### config.mk
export PLATFORM = sky130hd
export DESIGN_NAME = rank_pwr_ctrl
export DESIGN_NICKNAME = d
export VERILOG_FILES = /design/src/rank_pwr_pkg.sv /design/src/rank_pwr_ctrl.sv /design/src/rank_idle_timer.sv
export SDC_FILE = /design/constraint.sdc
export NUM_CORES = 1
export LEC_CHECK = 0
export BUFFER_PORTS_ARGS = -buffer_cell sky130_fd_sc_hd__buf_2
export CAP_MARGIN = 20
export CORE_AREA = 5 5 139 155
export DETAILED_ROUTE_END_ITERATION = 10
export DIE_AREA = 0 0 144 160
export GPL_TIMING_DRIVEN = 0
export HOLD_SLACK_MARGIN = 0.15
export PLACE_DENSITY = 0.8
export SLEW_MARGIN = 5
export SYNTH_ARGS = -nofsm -noshare
export SYNTH_HDL_FRONTEND = slang
export SYNTH_SLANG_ARGS = --single-unit
### constraint.sdc
create_clock -name ref_clk -period 2.3 [get_ports ref_clk]
set_clock_uncertainty 0.15 [all_clocks]
set_input_delay 0.115 -clock ref_clk [delete_from_list [all_inputs] [get_ports ref_clk]]
set_output_delay 0.115 -clock ref_clk [all_outputs]
set_load 0.05 [all_outputs]
### src/rank_pwr_pkg.sv
// Constants, encodings and register map for the rank power-state controller.
package rank_pwr_pkg;
  localparam int NRANK = 4;
  localparam int DATA_W = 32;
  localparam int ADDR_W = 8;
  localparam logic [ADDR_W-1:0] REG_PDCFG = 8'h00;
  localparam logic [ADDR_W-1:0] REG_CTRL = 8'h04;
  localparam logic [ADDR_W-1:0] REG_STATUS = 8'h08;
  localparam int PDTYPE_LSB = 12;
  localparam int PDTYPE_W = 4;
  localparam int THRESH_LSB = 0;
  localparam int THRESH_W = 12;
  localparam int CTRL_CKE_EN_BIT = 0;
  localparam int CTRL_POP_LSB = 4;
  localparam int ST_CKE_LSB = 0;
  localparam int ST_SR_LSB = 4;
  localparam int ST_READY_LSB = 8;
  localparam int ST_REF_BIT = 12;
  localparam int ST_OFF_BIT = 13;
  localparam logic [PDTYPE_W-1:0] PDTYPE_NONE = 4'h0;
  localparam logic [PDTYPE_W-1:0] PDTYPE_OPEN = 4'h1;
  localparam logic [PDTYPE_W-1:0] PDTYPE_CLOSED = 4'h2;
  localparam logic [PDTYPE_W-1:0] PDTYPE_DLL_OFF = 4'h3;
  localparam logic [PDTYPE_W-1:0] RST_PDTYPE = 4'h0;
  localparam logic [THRESH_W-1:0] RST_THRESH = 12'h000;
  localparam int TXP_NS = 24;
  localparam int CLK_MHZ = 100;
  localparam int TXP_CYC_I = (TXP_NS * CLK_MHZ + 999) / 1000;
  localparam int TXP_W = 4;
  localparam logic [TXP_W-1:0] TXP_CYC = TXP_W'(TXP_CYC_I);
  typedef enum logic [2:0] {PC0, PC1, PC1E, PC3, PC6, PC7} pkg_cstate_e;
  typedef enum logic [1:0] {SL_S0, SL_S3, SL_S4} sleep_e;
  typedef enum logic [2:0] {R_OFF, R_ACT, R_CLOSE, R_PD, R_EXIT, R_SR} rank_st_e;
endpackage

### src/rank_pwr_ctrl.sv
// Per-rank DDR power-state controller with its register port.
`timescale 1ns/1ps
module rank_pwr_ctrl
  import rank_pwr_pkg::*;
(
  input wire logic ref_clk,
  input wire logic rst_b,
  input wire logic ce,
  input wire logic [ADDR_W-1:0] reg_addr,
  input wire logic [DATA_W-1:0] reg_wdata,
  input wire logic reg_we,
  input wire logic reg_re,
  output logic [DATA_W-1:0] reg_rdata,
  input wire pkg_cstate_e pkg_cstate,
  input wire sleep_e sleep_state,
  input wire logic igfx_in_use,
  input wire logic gfx_idle,
  input wire logic disp_pending,
  input wire logic req_outstanding,
  input wire logic [NRANK-1:0] req_arrive,
  input wire logic [NRANK-1:0] banks_closed,
  input wire logic refresh_req,
  input wire logic refresh_done,
  output logic [NRANK-1:0] rank_cke,
  output logic [NRANK-1:0] rank_clk_en,
  output logic [NRANK-1:0] rank_odt_en,
  output logic [NRANK-1:0] rank_cs_en,
  output logic [NRANK-1:0] rank_io_off,
  output logic [NRANK-1:0] precharge_req,
  output logic [NRANK-1:0] rank_ready,
  output logic refresh_go,
  output logic ddr_io_supply_gate,
  output logic io_logic_supply_gate,
  output logic mem_power_off,
  output logic train_restore
);
  typedef struct packed {
    logic [DATA_W-1:0] rdata;
    logic [PDTYPE_W-1:0] pd_type;
    logic [THRESH_W-1:0] thresh;
    logic cke_en;
    logic [NRANK-1:0] unpop;
    rank_st_e [NRANK-1:0] st;
    logic [NRANK-1:0][TXP_W-1:0] xcnt;
    logic [NRANK-1:0] woke;
    logic ref_busy;
    logic ref_go;
    logic [NRANK-1:0] cke;
    logic [NRANK-1:0] gate_on;
    logic [NRANK-1:0] io_off;
    logic [NRANK-1:0] pre;
    logic [NRANK-1:0] ready;
    logic ddr_gate;
    logic logic_gate;
    logic pwr_off;
    logic restore;
    logic low_prev;
  } state_s;

  state_s q;
  state_s n;
  logic [NRANK-1:0] expired;
  logic deep;
  logic sr_target;
  logic pd_on;
  logic closed_type;
  logic low_pwr;
  logic ref_blocked;
  logic ref_start;
  logic ref_end;
  logic [NRANK-1:0] pop_n;
  logic [NRANK-1:0] in_sr;

  // One idle timer per rank, all sharing the programmed threshold.
  genvar g;
  generate
    for (g = 0; g < NRANK; g++)
    begin : g_idle
      rank_idle_timer #(
        .W(THRESH_W)
      ) u_idle (
        .ref_clk(ref_clk),
        .rst_b(rst_b),
        .ce(ce),
        .arrive(req_arrive[g]),
        .thresh(q.thresh),
        .expired(expired[g])
      );
    end
  endgenerate

  // Policy terms, decoded from the power manager inputs, the power-down type register, the rank states and the refresh handshake.
  always_comb
  begin
    deep = (pkg_cstate >= PC3);
    if (sleep_state == SL_S3)
      sr_target = 1'b1;
    else if (sleep_state == SL_S0 && deep)
      sr_target = igfx_in_use ? (gfx_idle && !disp_pending) : !req_outstanding;
    else
      sr_target = 1'b0;
    pd_on = (q.pd_type != PDTYPE_NONE);
    closed_type = (q.pd_type == PDTYPE_CLOSED) || (q.pd_type == PDTYPE_DLL_OFF);
    low_pwr = deep || (sleep_state == SL_S3);
    ref_blocked = 1'b0;
    for (int r = 0; r < NRANK; r++)
    begin
      in_sr[r] = (q.st[r] == R_SR);
      if (q.st[r] == R_PD || q.st[r] == R_EXIT || q.st[r] == R_CLOSE || q.st[r] == R_SR)
        ref_blocked = 1'b1;
    end
    // Refresh is ignored while heading for self-refresh; the DRAM refreshes itself.
    ref_start = refresh_req && !q.ref_busy && !sr_target;
    ref_end = q.ref_busy && refresh_done;
  end

  // Next-state logic: register writes, refresh handshake and the per-rank machines.
  always_comb
  begin
    n = q;
    n.rdata = '0;
    if (reg_we && reg_addr == REG_PDCFG)
    begin
      n.pd_type = reg_wdata[PDTYPE_LSB +: PDTYPE_W];
      n.thresh = reg_wdata[THRESH_LSB +: THRESH_W];
    end
    if (reg_we && reg_addr == REG_CTRL)
    begin
      n.cke_en = reg_wdata[CTRL_CKE_EN_BIT];
      n.unpop = ~reg_wdata[CTRL_POP_LSB +: NRANK];
    end
    if (reg_re)
    begin
      unique case (reg_addr)
        REG_PDCFG:
        begin
          n.rdata[PDTYPE_LSB +: PDTYPE_W] = q.pd_type;
          n.rdata[THRESH_LSB +: THRESH_W] = q.thresh;
        end
        REG_CTRL:
        begin
          n.rdata[CTRL_CKE_EN_BIT] = q.cke_en;
          n.rdata[CTRL_POP_LSB +: NRANK] = ~q.unpop;
        end
        REG_STATUS:
        begin
          n.rdata[ST_CKE_LSB +: NRANK] = q.cke;
          n.rdata[ST_SR_LSB +: NRANK] = in_sr;
          n.rdata[ST_READY_LSB +: NRANK] = q.ready;
          n.rdata[ST_REF_BIT] = q.ref_busy;
          n.rdata[ST_OFF_BIT] = q.pwr_off;
        end
        default: n.rdata = '0;
      endcase
    end
    n.pwr_off = (sleep_state == SL_S4);
    pop_n = ~n.unpop;

    if (ref_start)
    begin
      n.ref_busy = 1'b1;
      for (int r = 0; r < NRANK; r++)
        n.woke[r] = (q.st[r] == R_PD);
    end
    n.ref_go = q.ref_busy && !ref_blocked && !ref_end;
    if (ref_end)
      n.ref_busy = 1'b0;

    for (int r = 0; r < NRANK; r++)
    begin
      unique case (q.st[r])
        R_OFF:
        begin
          n.st[r] = R_EXIT;
          n.xcnt[r] = '0;
        end
        R_ACT:
        begin
          if (ref_end && q.woke[r] && !req_arrive[r])
            n.st[r] = closed_type ? R_CLOSE : R_PD;
          else if (sr_target && !q.ref_busy)
            n.st[r] = R_CLOSE;
          else if (pd_on && expired[r] && !req_arrive[r] && !q.ref_busy)
            n.st[r] = closed_type ? R_CLOSE : R_PD;
        end
        R_CLOSE:
        begin
          if (req_arrive[r] || q.ref_busy)
            n.st[r] = R_ACT;
          else if (banks_closed[r])
            n.st[r] = sr_target ? R_SR : (pd_on ? R_PD : R_ACT);
        end
        R_PD:
        begin
          if (req_arrive[r] || ref_start || !pd_on || sr_target)
          begin
            n.st[r] = R_EXIT;
            n.xcnt[r] = '0;
          end
        end
        R_EXIT:
        begin
          // hold off commands for exit time
          if (q.xcnt[r] == TXP_CYC - TXP_W'(1))
            n.st[r] = R_ACT;
          else
            n.xcnt[r] = q.xcnt[r] + TXP_W'(1);
        end
        R_SR:
        begin
          if (!sr_target)
          begin
            n.st[r] = R_EXIT;
            n.xcnt[r] = '0;
          end
        end
        // An unused state code falls back to off, then restarts cleanly.
        default: n.st[r] = R_OFF;
      endcase
      // disabled, absent or unpowered ranks stay off
      if (!n.cke_en || !pop_n[r] || n.pwr_off)
        n.st[r] = R_OFF;
      if (ref_end)
        n.woke[r] = 1'b0;
      // per-rank gating of clock, CKE, ODT, CS
      n.cke[r] = (n.st[r] == R_ACT) || (n.st[r] == R_CLOSE) || (n.st[r] == R_EXIT);
      n.gate_on[r] = (n.st[r] != R_OFF) && (n.st[r] != R_SR);
      n.io_off[r] = !pop_n[r];
      n.pre[r] = (n.st[r] == R_CLOSE);
      n.ready[r] = (n.st[r] == R_ACT);
    end

    // deep idle gates DDR I/O supply
    n.ddr_gate = low_pwr;
    n.logic_gate = (pkg_cstate >= PC7);
    n.low_prev = low_pwr;
    n.restore = q.low_prev && !low_pwr;
  end

  // All state in one register; reset leaves every CKE low and ranks off.
  always_ff @(posedge ref_clk or negedge rst_b)
  begin
    if (!rst_b)
      q <= '0;
    else if (ce)
      q <= n;
  end

  // Outputs come straight from the state register.
  assign reg_rdata = q.rdata;
  assign rank_cke = q.cke;
  assign rank_clk_en = q.gate_on;
  assign rank_odt_en = q.gate_on;
  assign rank_cs_en = q.gate_on;
  assign rank_io_off = q.io_off;
  assign precharge_req = q.pre;
  assign rank_ready = q.ready;
  assign refresh_go = q.ref_go;
  assign ddr_io_supply_gate = q.ddr_gate;
  assign io_logic_supply_gate = q.logic_gate;
  assign mem_power_off = q.pwr_off;
  assign train_restore = q.restore;

  property p_cke_needs_enable;
    @(posedge ref_clk) disable iff (!rst_b)
    !q.cke_en |-> (rank_cke == '0);
  endproperty
  a_cke_needs_enable: assert property (p_cke_needs_enable)
    else $error("CKE high while firmware enable is clear.");

  property p_unused_gated;
    @(posedge ref_clk) disable iff (!rst_b)
    ((rank_clk_en | rank_cke) & q.unpop) == '0;
  endproperty
  a_unused_gated: assert property (p_unused_gated)
    else $error("Unused rank has clock or CKE enabled.");

  property p_unused_io_off;
    @(posedge ref_clk) disable iff (!rst_b)
    rank_io_off == q.unpop;
  endproperty
  a_unused_io_off: assert property (p_unused_io_off)
    else $error("I/O disable does not follow population.");

  property p_exit_wait;
    @(posedge ref_clk) disable iff (!rst_b)
    $rose(rank_ready[0]) |-> $past(rank_cke[0], TXP_CYC_I);
  endproperty
  a_exit_wait: assert property (p_exit_wait)
    else $error("Rank ready before exit time elapsed.");

  property p_closed_before_cke_drop;
    @(posedge ref_clk) disable iff (!rst_b)
    ($fell(rank_cke[0]) && q.cke_en && !q.unpop[0] && !q.pwr_off
      && $past(precharge_req[0])) |-> $past(banks_closed[0]);
  endproperty
  a_closed_before_cke_drop: assert property (p_closed_before_cke_drop)
    else $error("CKE dropped before banks were closed.");

  property p_open_no_precharge;
    @(posedge ref_clk) disable iff (!rst_b)
    $rose(precharge_req[0]) |-> $past(closed_type || sr_target);
  endproperty
  a_open_no_precharge: assert property (p_open_no_precharge)
    else $error("Pages closed under open-page power-down.");

  property p_refresh_all_awake;
    @(posedge ref_clk) disable iff (!rst_b)
    refresh_go |-> (((~rank_cke) & (~q.unpop)) == '0 || !q.cke_en || q.pwr_off);
  endproperty
  a_refresh_all_awake: assert property (p_refresh_all_awake)
    else $error("Refresh issued while a rank is powered down.");

  property p_hibernate_off;
    @(posedge ref_clk) disable iff (!rst_b)
    (ce && sleep_state == SL_S4) |=> (mem_power_off && rank_cke == '0);
  endproperty
  a_hibernate_off: assert property (p_hibernate_off)
    else $error("Memory not powered off in hibernate.");

  property p_logic_gate_deepest;
    @(posedge ref_clk) disable iff (!rst_b)
    (ce && pkg_cstate >= PC7) |=> (io_logic_supply_gate && ddr_io_supply_gate);
  endproperty
  a_logic_gate_deepest: assert property (p_logic_gate_deepest)
    else $error("Deepest idle without both supply gates.");

  property p_restore_pulse;
    @(posedge ref_clk) disable iff (!rst_b)
    $rose(train_restore) |-> $past(ddr_io_supply_gate) ##1 (!train_restore || !$past(ce));
  endproperty
  a_restore_pulse: assert property (p_restore_pulse)
    else $error("Training restore not a single pulse on resume.");

endmodule // rank_pwr_ctrl

### src/rank_idle_timer.sv
// Idle counter for one rank; flags expiry after a set number of idle cycles.
`timescale 1ns/1ps
module rank_idle_timer
  import rank_pwr_pkg::*;
#(
  parameter int W = THRESH_W
)
(
  input wire logic ref_clk,
  input wire logic rst_b,
  input wire logic ce,
  input wire logic arrive,
  input wire logic [W-1:0] thresh,
  output logic expired
);
  typedef struct packed {
    logic [W-1:0] cnt;
    logic exp;
  } tmr_s;

  tmr_s q;
  tmr_s n;

  // Count saturates so a long idle stretch never wraps back to busy.
  always_comb
  begin
    n = q;
    if (arrive)
    begin
      n.cnt = '0;
      n.exp = 1'b0;
    end
    else
    begin
      if (q.cnt != {W{1'b1}})
        n.cnt = q.cnt + W'(1);
      n.exp = (q.cnt >= thresh);
    end
  end

  // State register, frozen while the clock enable is low.
  always_ff @(posedge ref_clk or negedge rst_b)
  begin
    if (!rst_b)
      q <= '0;
    else if (ce)
      q <= n;
  end

  assign expired = q.exp;

  property p_arrive_clears;
    @(posedge ref_clk) disable iff (!rst_b)
    (arrive && ce) |=> (!expired && q.cnt == '0);
  endproperty
  a_arrive_clears: assert property (p_arrive_clears)
    else $error("Idle timer not restarted by arrival.");

endmodule // rank_idle_timer

* Yosys cells after proc, flatten, opt, wreduce, memory -nomap -nowiden
Index checks and enable logic that the tools add are counted.
** Word-level totals
- Flip-flop bits (word level) :: 163
- Word-level logic and storage cells :: 324
** Operators by class
- Equal/unequal tests :: 62
- Bitwise gates (word level) :: 3
- Reduce and logical (&&, ||, !) cells :: 128
- $lt $le $gt $ge :: 6
- Mux-type cells :: 84
- $add $sub $neg :: 8
** Operator list (number)
- 3-bit 2-to-1 mux :: 37
- 3-bit case mux with 6 select lines :: 4
- 4-bit case mux with 4 select lines :: 4
- 13-bit 2-to-1 mux :: 4
- 12-bit by 1-bit adder with 12-bit output (second input constant) :: 4
- 12-bit >= comparator :: 4
- 12-bit 2-to-1 mux :: 4
- 12-bit inequality test (second input constant) :: 4
- 1-bit logical OR :: 46
- 3-bit by 2-bit equality test with 1-bit output (second input constant) :: 12
- 3-bit equality test (second input constant) :: 12
- 4-bit 2-to-1 mux :: 9
- 1-bit logical AND :: 35
- 3-bit by 1-bit equality test with 1-bit output (second input constant) :: 8
- 4-bit by 2-bit equality test with 1-bit output (second input constant) :: 6
- 5-bit AND reduction :: 4
- 4-bit nonzero test :: 5
- 1-bit logical NOT :: 17
- 4-bit by 1-bit adder with 4-bit output (second input constant) :: 4
- 16-bit 2-to-1 mux :: 1
- 2-bit inequality test (second input constant) :: 8
- 1-bit 2-to-1 mux :: 13
- 3-bit logical NOT :: 4
- 3-bit inequality test (second input constant) :: 4
- other kinds (19) :: 38

* Depth between registers and ports, before layout
Gate-level depths: netlist (run 1).
- Depth after elaboration :: 16
- Depth in mapped cells :: 9
- Mapped depth without buffers :: 9

* By module
From an unflattened synthesis (run 1), not the netlist that was laid out.
** Second synthesis, totals
- Cells, all modules :: 1072
- Area, all modules :: 9923.3 µm²
** By module, submodules not included
- rank_pwr_ctrl :: area each 5565.3 µm², cells each 583, seq. area each 2277.2 µm², times used 1
- rank_idle_timer (g_idle[0].u_idle ...) :: area each 1101.1 µm², cells each 123, seq. area each 325.3 µm², times used 3
- rank_idle_timer (g_idle[3].u_idle) :: area each 1054.8 µm², cells each 120, seq. area each 325.3 µm², times used 1

* Worst setup path before layout (run 1)
Ideal clock, no wire load.
- Path kind :: reg2reg
- From :: register q[78] (netlist bit)
- To :: register q[42] (netlist bit)
- Arrival time :: 2.165 ns
- Required time :: 2.055 ns
- Clock period less this slack :: 2.411 ns
- Path slack :: -0.111 ns
- Cell stages (with the launch flop) :: 9
- Cell sequence :: dfrtp_1 -> or4_1 -> clkbuf_1 -> nand2_1 -> nor4_1 -> a21oi_1 -> nand4b_1 -> or3_1 -> o31ai_1
** On the way
- Word-level cells in the longest chain between the ends :: 6
** RTL lines
- start: declaration :: line rank_pwr_ctrl.sv:60 : state_s q;
- start signal: assignment :: line rank_pwr_ctrl.sv:246 : q <= n;
- 4-bit nonzero test :: line rank_pwr_ctrl.sv:102 : pd_on = (q.pd_type != PDTYPE_NONE);
- 1-bit logical NOT :: line rank_pwr_ctrl.sv:195 : if (req_arrive[r] || ref_start || !pd_on || sr_target)
- 1-bit logical OR (2 in a row) :: line rank_pwr_ctrl.sv:195
- 2-bit by 1-bit inequality test with 1-bit output (no source line)
- 5-bit AND reduction (no source line)
No other way between the ends.
A chain may end at the register's enable or synchronous reset.

* Worst setup path in the final report (run 1)
- From :: register q[78] (netlist bit)
- To :: register q, in the netlist rank_cke[2]
** On the way
- Word-level cells in the longest chain between the ends :: 12
** RTL lines
- 4-bit nonzero test :: line rank_pwr_ctrl.sv:102
- 1-bit logical AND (3 in a row) :: line rank_pwr_ctrl.sv:183 : else if (pd_on && expired[r] && !req_arrive[r] && !q.ref_busy)
- 3-bit 2-to-1 mux :: line rank_pwr_ctrl.sv:183
- 3-bit 2-to-1 mux :: line rank_pwr_ctrl.sv:181 : else if (sr_target && !q.ref_busy)
- 3-bit 2-to-1 mux :: line rank_pwr_ctrl.sv:179 : if (ref_end && q.woke[r] && !req_arrive[r])
- 3-bit case mux with 6 select lines (*) :: line rank_pwr_ctrl.sv:171 : unique case (q.st[r])
- 3-bit 2-to-1 mux (*) :: line rank_pwr_ctrl.sv:221 : if (!n.cke_en || !pop_n[r] || n.pwr_off)
- 3-bit by 1-bit equality test with 1-bit output / 3-bit by 2-bit equality test with 1-bit output (equally long branches) :: line rank_pwr_ctrl.sv:226 : n.cke[r] = (n.st[r] == R_ACT) || (n.st[r] == R_CLOSE) || (n.st[r] == R_EXIT);
- 1-bit logical OR :: line rank_pwr_ctrl.sv:226
- 1-bit logical OR (*) :: line rank_pwr_ctrl.sv:226
Every way passes the cells marked *; elsewhere a longest branch is shown, timed or not.

==> flow_metrics.env, run 1 <==
export IMPL_outcome="finished with violations"
export IMPL_failed_checks="negative setup slack"
export IMPL_grt_pass1_vias=8450
export IMPL_tightestPinTransition_ns=0.821
export IMPL_global_route_usage_met1_pct=30.0
export IMPL_antenna_found_initial=0
export IMPL_yosysTopAreaCell="dfrtp_1"
export IMPL_seqPwrFrac_pct=41.8
export IMPL_report_final_slew_viol_count=0
export IMPL_reg2reg_depth=9
export IMPL_hold_viol=0
export IMPL_hold_path_depth=5
export IMPL_clock_root_buffer="clkbuf_16"
export IMPL_relSlewSlack_pct=45.3
export IMPL_portBuffers=95
export IMPL_postRouteAntennaNets=0
export IMPL_worstHoldStart="ce"
export IMPL_cpPeakStageDelay_ns=0.60
export IMPL_synthToLayoutAreaGrowth_pct=27.8
export IMPL_htree_levels=4
export IMPL_cts_tree="yes"
export IMPL_yosysWarnings=0
export IMPL_clkTransAtPathRegs_ns=0.06
export IMPL_clk_latency_ns=0.44
export IMPL_gp_congestion=0.987
export IMPL_fin_setup_tns_ns=-1.79
export IMPL_overflow=0
export IMPL_firstDrtPassIters=7
export IMPL_core_um2=19700
export IMPL_syn_avg_cell_area_um2=9.26
export IMPL_ys_top_cells_by_area="dfrtp_1, ha_1, buf_4, o21ai_0, nor2_1"
export IMPL_vias_per_cell=5.91
export IMPL_placed_cell_area_um2=10000
export IMPL_worst_setup_path_start_kind="flop"
export IMPL_p_switching_mw=2.00
export IMPL_drv_cap=0
export IMPL_synth_edff_count=0
export IMPL_crit_slowest_cell="or4_4"
export IMPL_die_x_um=144
export IMPL_p_per_area_nw_per_um2=570
export IMPL_worst_setup_path_type="reg -> reg"
export IMPL_ys_flop_type="dfrtp_1"
export IMPL_drt_iter0_markers=913
export IMPL_grt_pass1_wl_um=43200
export IMPL_clockBufferDepth=2
export IMPL_met2_usage_pct=37.9
export IMPL_synth_top_cell_area_share_pct=39.2
export IMPL_final_cell_mix="dfrtp_1, buf_2, buf_4, nor2_1, nand2_1"
export IMPL_min_period_ns=2.49
export IMPL_netlist_area_um2=9140
export IMPL_grt_usage_pct=23.5
export IMPL_pwr_share_comb_pct=17.7
export IMPL_crit_top_cell="buf_6"
export IMPL_fp_dieH_um=160
export IMPL_numCtsBuffers=17
export IMPL_dp_hpwl_um=18700
export IMPL_path_cells="or4_4 > buf_6 > buf_6 > o2111ai_2 > nor2_1 > a211oi_2 > nand2_1 > xnor2_1 > o2bb2ai_1"
export IMPL_r2r_start="q[78]"
export IMPL_drc=0
export IMPL_ir_drop_v=0.000569
export IMPL_arrival_ns=2.66
export IMPL_synthArstFlopShare_pct=100
export IMPL_fin_crit_sh_pct=108
export IMPL_design_area_um2=11700
export IMPL_dr_total_vias=8550
export IMPL_io_pins=129
export IMPL_synth_seq_area_share_pct=39.2
export IMPL_finalSetupViolCount=19
export IMPL_design_die_area_um2=23000
export IMPL_rsz0062_at_grt="yes"
export IMPL_synthDistinctLibCells=72
export IMPL_reg2reg_to="rank_cke[2]"
export IMPL_clkSinkCount=143
export IMPL_critPathMaxFanout=5
export IMPL_layout_commonest_cell="dfrtp_1"
export IMPL_drive_above_1_share_pct=28.6
export IMPL_diodes=0
export IMPL_switching_share_pct=30.1
export IMPL_synth_cells=987
export IMPL_setup_ws_ns=-0.190
export IMPL_required_ns=2.47
export IMPL_leakage_nw=5.45
export IMPL_initial_utilization_pct=46.5
export IMPL_met3_usage_pct=5.03
export IMPL_avgRoutedWirePerCell_um=19.2
export IMPL_row_count=54
export IMPL_rrSetupSlack_ns=-0.19
export IMPL_pwr_share_clk_pct=40.5
export IMPL_end_kind="flop"
export IMPL_busiest_layer="met2"
export IMPL_grt_max_degree=84
export IMPL_routed_wl_um=27700
export IMPL_ys_seq_elements=143
export IMPL_layout_nets=1307
export IMPL_hold_end="g_idle[0].u_idle.q[7]"
export IMPL_worst_hold_path_type="in -> reg"
export IMPL_internal_power_mw=4.66
export IMPL_fmax_mhz=402
## cell usage after synthesis (5+ instances only)
cell       number
and2_1          9
nand3_1        35
xnor2_1        17
nand4_1        15
buf_4          61
dfrtp_1       143
a31oi_1         7
nand2b_1       20
inv_1          46
and3_1          9
clkbuf_1       32
or3_1           7
a21o_1         14
mux2i_1        12
o22ai_1         5
nor2b_1        17
a32oi_1         5
nor2_1         80
nor4b_1         5
nor3_1         32
o2111ai_1       6
nor3b_1         6
ha_1           60
a21oi_1        44
mux2_2         26
xor2_1         16
buf_1           5
o2bb2ai_1      23
o31ai_1        14
o21ai_0        62
nand2_1        68
nand3b_1        9
nor4_1          7
a211oi_1        8
## registers in the layout, summed over array words and instances (netlist names), 4 cells and up
name and count:
g_idle.u_idle.q 48, rank_ready 4, rank_clk_en 4, q 55, g_idle.u_idle.expired 4, reg_rdata 16, rank_cke 4, precharge_req 4
## cells by family after synthesis
family / share of synthesized area (%)
adder cells (fa/ha/maj): 8.22
XOR/XNOR: 3.16
other: 0.0411
buffers and inverters: 8.60
multiplexers: 4.77
AO/OA/AOI/OAI: 16.9
AND/OR/NAND/NOR: 19.2
flip-flops: 39.2
## per-layer routing
layer | share of wire [%] | up-vias
met5 | 0 | -
li1 | - | 3903
met3 | 8.2 | 111
met1 | 39 | 4099
met4 | 5.0 | 0
met2 | 48 | 437
## through the flow
stage	hold slack, ns	setup WS (ns)	utilization, %	total power, mW	std cells
6_report	0.155	-0.190	59.4	6.66	1447
5_1_grt	0.175	-0.250	59.4	6.91	1447
4_1_cts	0.156	-0.161	57.8	6.60	1435
3_5_place_dp	-0.00793	-0.746	51.0	3.81	1350
3_3_place_gp	0.198	-1.12	50.8	3.77	1349
2_1_floorplan	-0.331	-0.0611	-	3.44	1002
## area by class of cell
cell class              instances  area, um2
clock buffers                  20        447
inverters                      46        173
fillers                      1627       7990
multi-input cells             713       5270
repair buffers                168       1160
clock inverters                11        118
well taps                     252        315
flip-flops and latches        143       3590
plain buffers                  94        599
## timing repair
item	in CTS	in global routing
resized for setup	59	62
hold buffers	36	0
setup buffers	22	14
endpoints found under the hold margin	198	0
pin swaps	26	27
setup endpoints to repair	70	62
## worst max-delay path: cells and delay by family, from the launching register on
family	cells	cell delay (ns)
compound gates	3	0.52
buf+inv	2	0.28
flops	1	0.42
simple gates	3	0.81
xor+xnor	1	0.19
## power by group through the flow
stage | Combinational [mW] | Clock [mW] | Sequential, mW
floorplan | 0.656 | 0 | 2.78
global placement | 0.987 | 0 | 2.78
detailed placement | 1.02 | 0 | 2.79
CTS | 1.12 | 2.72 | 2.77
global route | 1.28 | 2.84 | 2.79
finish | 1.18 | 2.70 | 2.78
## worst max path at each step
stage	from	end	slack, ns	cells after the start
4_1_cts	q[77]	rank_cke[3]	-0.16	8
5_1_grt	q[78]	rank_cke[2]	-0.25	9
3_5_place_dp	ce	rank_clk_en[0]	-0.75	7
2_1_floorplan	q[76]	q[42]	-0.06	8
3_3_place_gp	rst_b	q[39]	-1.12	1
6_report	q[78]	rank_cke[2]	-0.19	9
Note: power is estimated with default switching activity, not from simulation.
==> run 2, diff against run 1 <==
--- a/config.mk
+++ b/config.mk
@@ -12,7 +12,7 @@
 export DIE_AREA = 0 0 144 160
 export GPL_TIMING_DRIVEN = 0
 export HOLD_SLACK_MARGIN = 0.15
-export PLACE_DENSITY = 0.8
+export PLACE_DENSITY = 0.78
 export SLEW_MARGIN = 5
 export SYNTH_ARGS = -nofsm -noshare
 export SYNTH_HDL_FRONTEND = slang
==> constraint.sdc (replaced) <==
create_clock -name ref_clk -period 2.7 [get_ports ref_clk]
set_clock_uncertainty 0.15 [all_clocks]
set_input_delay 0.135 -clock ref_clk [delete_from_list [all_inputs] [get_ports ref_clk]]
set_output_delay 0.135 -clock ref_clk [all_outputs]
set_load 0.05 [all_outputs]
==> run 2 against run 1 <==
Net effect:
- fmax shrank 5.0%
- via count is 3.2% lower
- largest power group is now clock
- combinational power down 19%
- wire length shrank 3.7%
- register-to-register slack gained 0.27 ns
- non-clock buffer count shrank 28
- count of clock-buffer cells in the layout rose by 1
- the run now ends clean
- utilization fell by 2.8 points
- sequential power decreased by 16%
==> flow_metrics.env, run 2 (synthesis gave the netlist of run 1 again) <==
export IMPL_gp_congestion=0.963
export IMPL_leakage_nw=5.22
export IMPL_report_final_slew_viol_count=0
export IMPL_row_count=54
export IMPL_worst_setup_path_start_kind="flop"
export IMPL_clk_latency_ns=0.43
export IMPL_r2r_start="q[78]"
export IMPL_io_pins=129
export IMPL_hold_viol=0
export IMPL_critPathMaxFanout=6
export IMPL_clockBufferDepth=2
export IMPL_hold_end="g_idle[1].u_idle.q[3]"
export IMPL_avgRoutedWirePerCell_um=18.8
export IMPL_placed_cell_area_um2=10000
export IMPL_reg2reg_to="q[42]"
export IMPL_rrSetupSlack_ns=0.08
export IMPL_postRouteAntennaNets=0
export IMPL_p_per_area_nw_per_um2=526
export IMPL_hold_path_depth=4
export IMPL_initial_utilization_pct=46.5
export IMPL_drv_cap=0
export IMPL_regMostFlops="q"
export IMPL_largest_reg_flops=55
export IMPL_setup_ws_ns=0.0785
export IMPL_ir_drop_v=0.000588
export IMPL_arrival_ns=2.81
export IMPL_diodes=0
export IMPL_final_cell_mix="dfrtp_1, buf_2, nor2_1, buf_4, nand2_1"
export IMPL_fillers=1659
export IMPL_clkSinkCount=143
export IMPL_routed_wl_um=26700
export IMPL_overflow=0
export IMPL_design_area_um2=11100
export IMPL_post_place_ws_ns=-0.349
export IMPL_synthToLayoutAreaGrowth_pct=21.8
export IMPL_drive_above_1_share_pct=21.9
export IMPL_outcome="completed"
export IMPL_clkTransAtPathRegs_ns=0.06
export IMPL_required_ns=2.89
export IMPL_worstHoldStart="ce"
export IMPL_clock_root_buffer="clkbuf_16"
export IMPL_layout_nets=1279
export IMPL_drt_iter0_markers=778
export IMPL_finalSetupViolCount=0
export IMPL_firstDrtPassIters=6
export IMPL_layout_commonest_cell="dfrtp_1"
export IMPL_vias_per_cell=5.83
export IMPL_cts_tree="yes"
export IMPL_fmax_mhz=381
export IMPL_worst_hold_path_type="in -> reg"
export IMPL_grt_pass1_vias=7939
export IMPL_dr_total_vias=8275
export IMPL_grt_usage_pct=23.0
export IMPL_antenna_found_initial=0
export IMPL_fp_dieH_um=160
export IMPL_relSlewSlack_pct=46.9
export IMPL_min_period_ns=2.62
export IMPL_fin_crit_sh_pct=97.1
export IMPL_dp_hpwl_um=18600
export IMPL_grt_pass1_wl_um=42100
export IMPL_numCtsBuffers=17
export IMPL_die_x_um=144
export IMPL_design_die_area_um2=23000
export IMPL_power_mw=5.85
export IMPL_worst_setup_path_type="reg -> reg"
export IMPL_grt_max_degree=88
export IMPL_reg2reg_depth=8
export IMPL_portBuffers=95
export IMPL_drc=0
export IMPL_tightestPinTransition_ns=0.797
export IMPL_htree_levels=4
export IMPL_core_um2=19700
export IMPL_end_kind="flop"
[run 2: cell count changes in the layout (fill, tap and decap cells not counted), moves of 6 or more]
cell | previous run | this run
nor3_2 | 7 | 1
o21ai_1 | 10 | 4
nor3_1 | 25 | 31
o21ai_2 | 7 | 0
o21ai_0 | 46 | 60
buf_6 | 8 | 2
dfrtp_1 | 135 | 141
buf_4 | 91 | 67
dfrtp_2 | 8 | 2
[run 2: how the worst max path moves through the flow]
stage	from	to	slack, ns	cells past startpoint
6_report	q[78]	q[42]	0.08	8
5_1_grt	q[78]	q[42]	-0.07	8
4_1_cts	q[78]	rank_clk_en[0]	0.03	8
3_5_place_dp	ce	rank_ready[2]	-0.35	7
3_3_place_gp	rst_b	g_idle[3].u_idle.q[2]	-0.75	1
2_1_floorplan	q[78]	q[42]	0.29	8
[run 2: cell type report]
cell class	instances	area [um2]	area share (%)
Inverter	46	173	1.55
Sequential cell	143	3580	32.2
Timing Repair Buffer	136	897	8.07
Clock buffer	21	470	4.23
Buffer	98	612	5.50
Tap cell	252	315	2.83
Clock inverter	10	160	1.44
Multi-Input combinational cell	713	4910	44.2
[run 2: worst max-delay path, stage by stage, from the launching register on]
cell,delay (ns)
dfrtp_2,0.43
or4_1,0.52
buf_4,0.19
nand2_2,0.12
nor4_1,0.08
a21oi_1,0.22
nand4b_1,0.19
or3_1,0.39
o31ai_1,0.23
[run 2: per-layer routing]
metal	global-route usage (%)	part of all wire (%)
met4	8.35	3.2
met3	4.70	7.4
met1	30.2	41
met2	37.5	49
met5	0	0
[run 2: per-stage QoR]
step	utilization [%]	instances	TNS [ns]	hold slack, ns
floorplan	-	1002	0	-0.311
global placement	50.8	1349	-109.53	0.218
detailed placement	50.9	1350	-5.19	-0.00237
CTS	56.0	1414	0	0.155
global route	56.6	1419	-0.0847	0.156
finish	56.6	1419	0	0.121
[run 2: where the power goes]
group,internal (mW),leakage (nW),switching (mW)
combinational,0.335,2.94,0.625
sequential,2.23,1.97,0.113
clock,1.61,0.309,0.931
total,4.18,5.22,1.67
[run 2: what timing repair did]
item	in CTS	in global routing
cloned	0	0
hold buffers	32	3
pin swaps	5	6
setup buffers	2	3
gates resized for setup	9	17
hold endpoints to repair	191	1
setup endpoints to repair	16	20
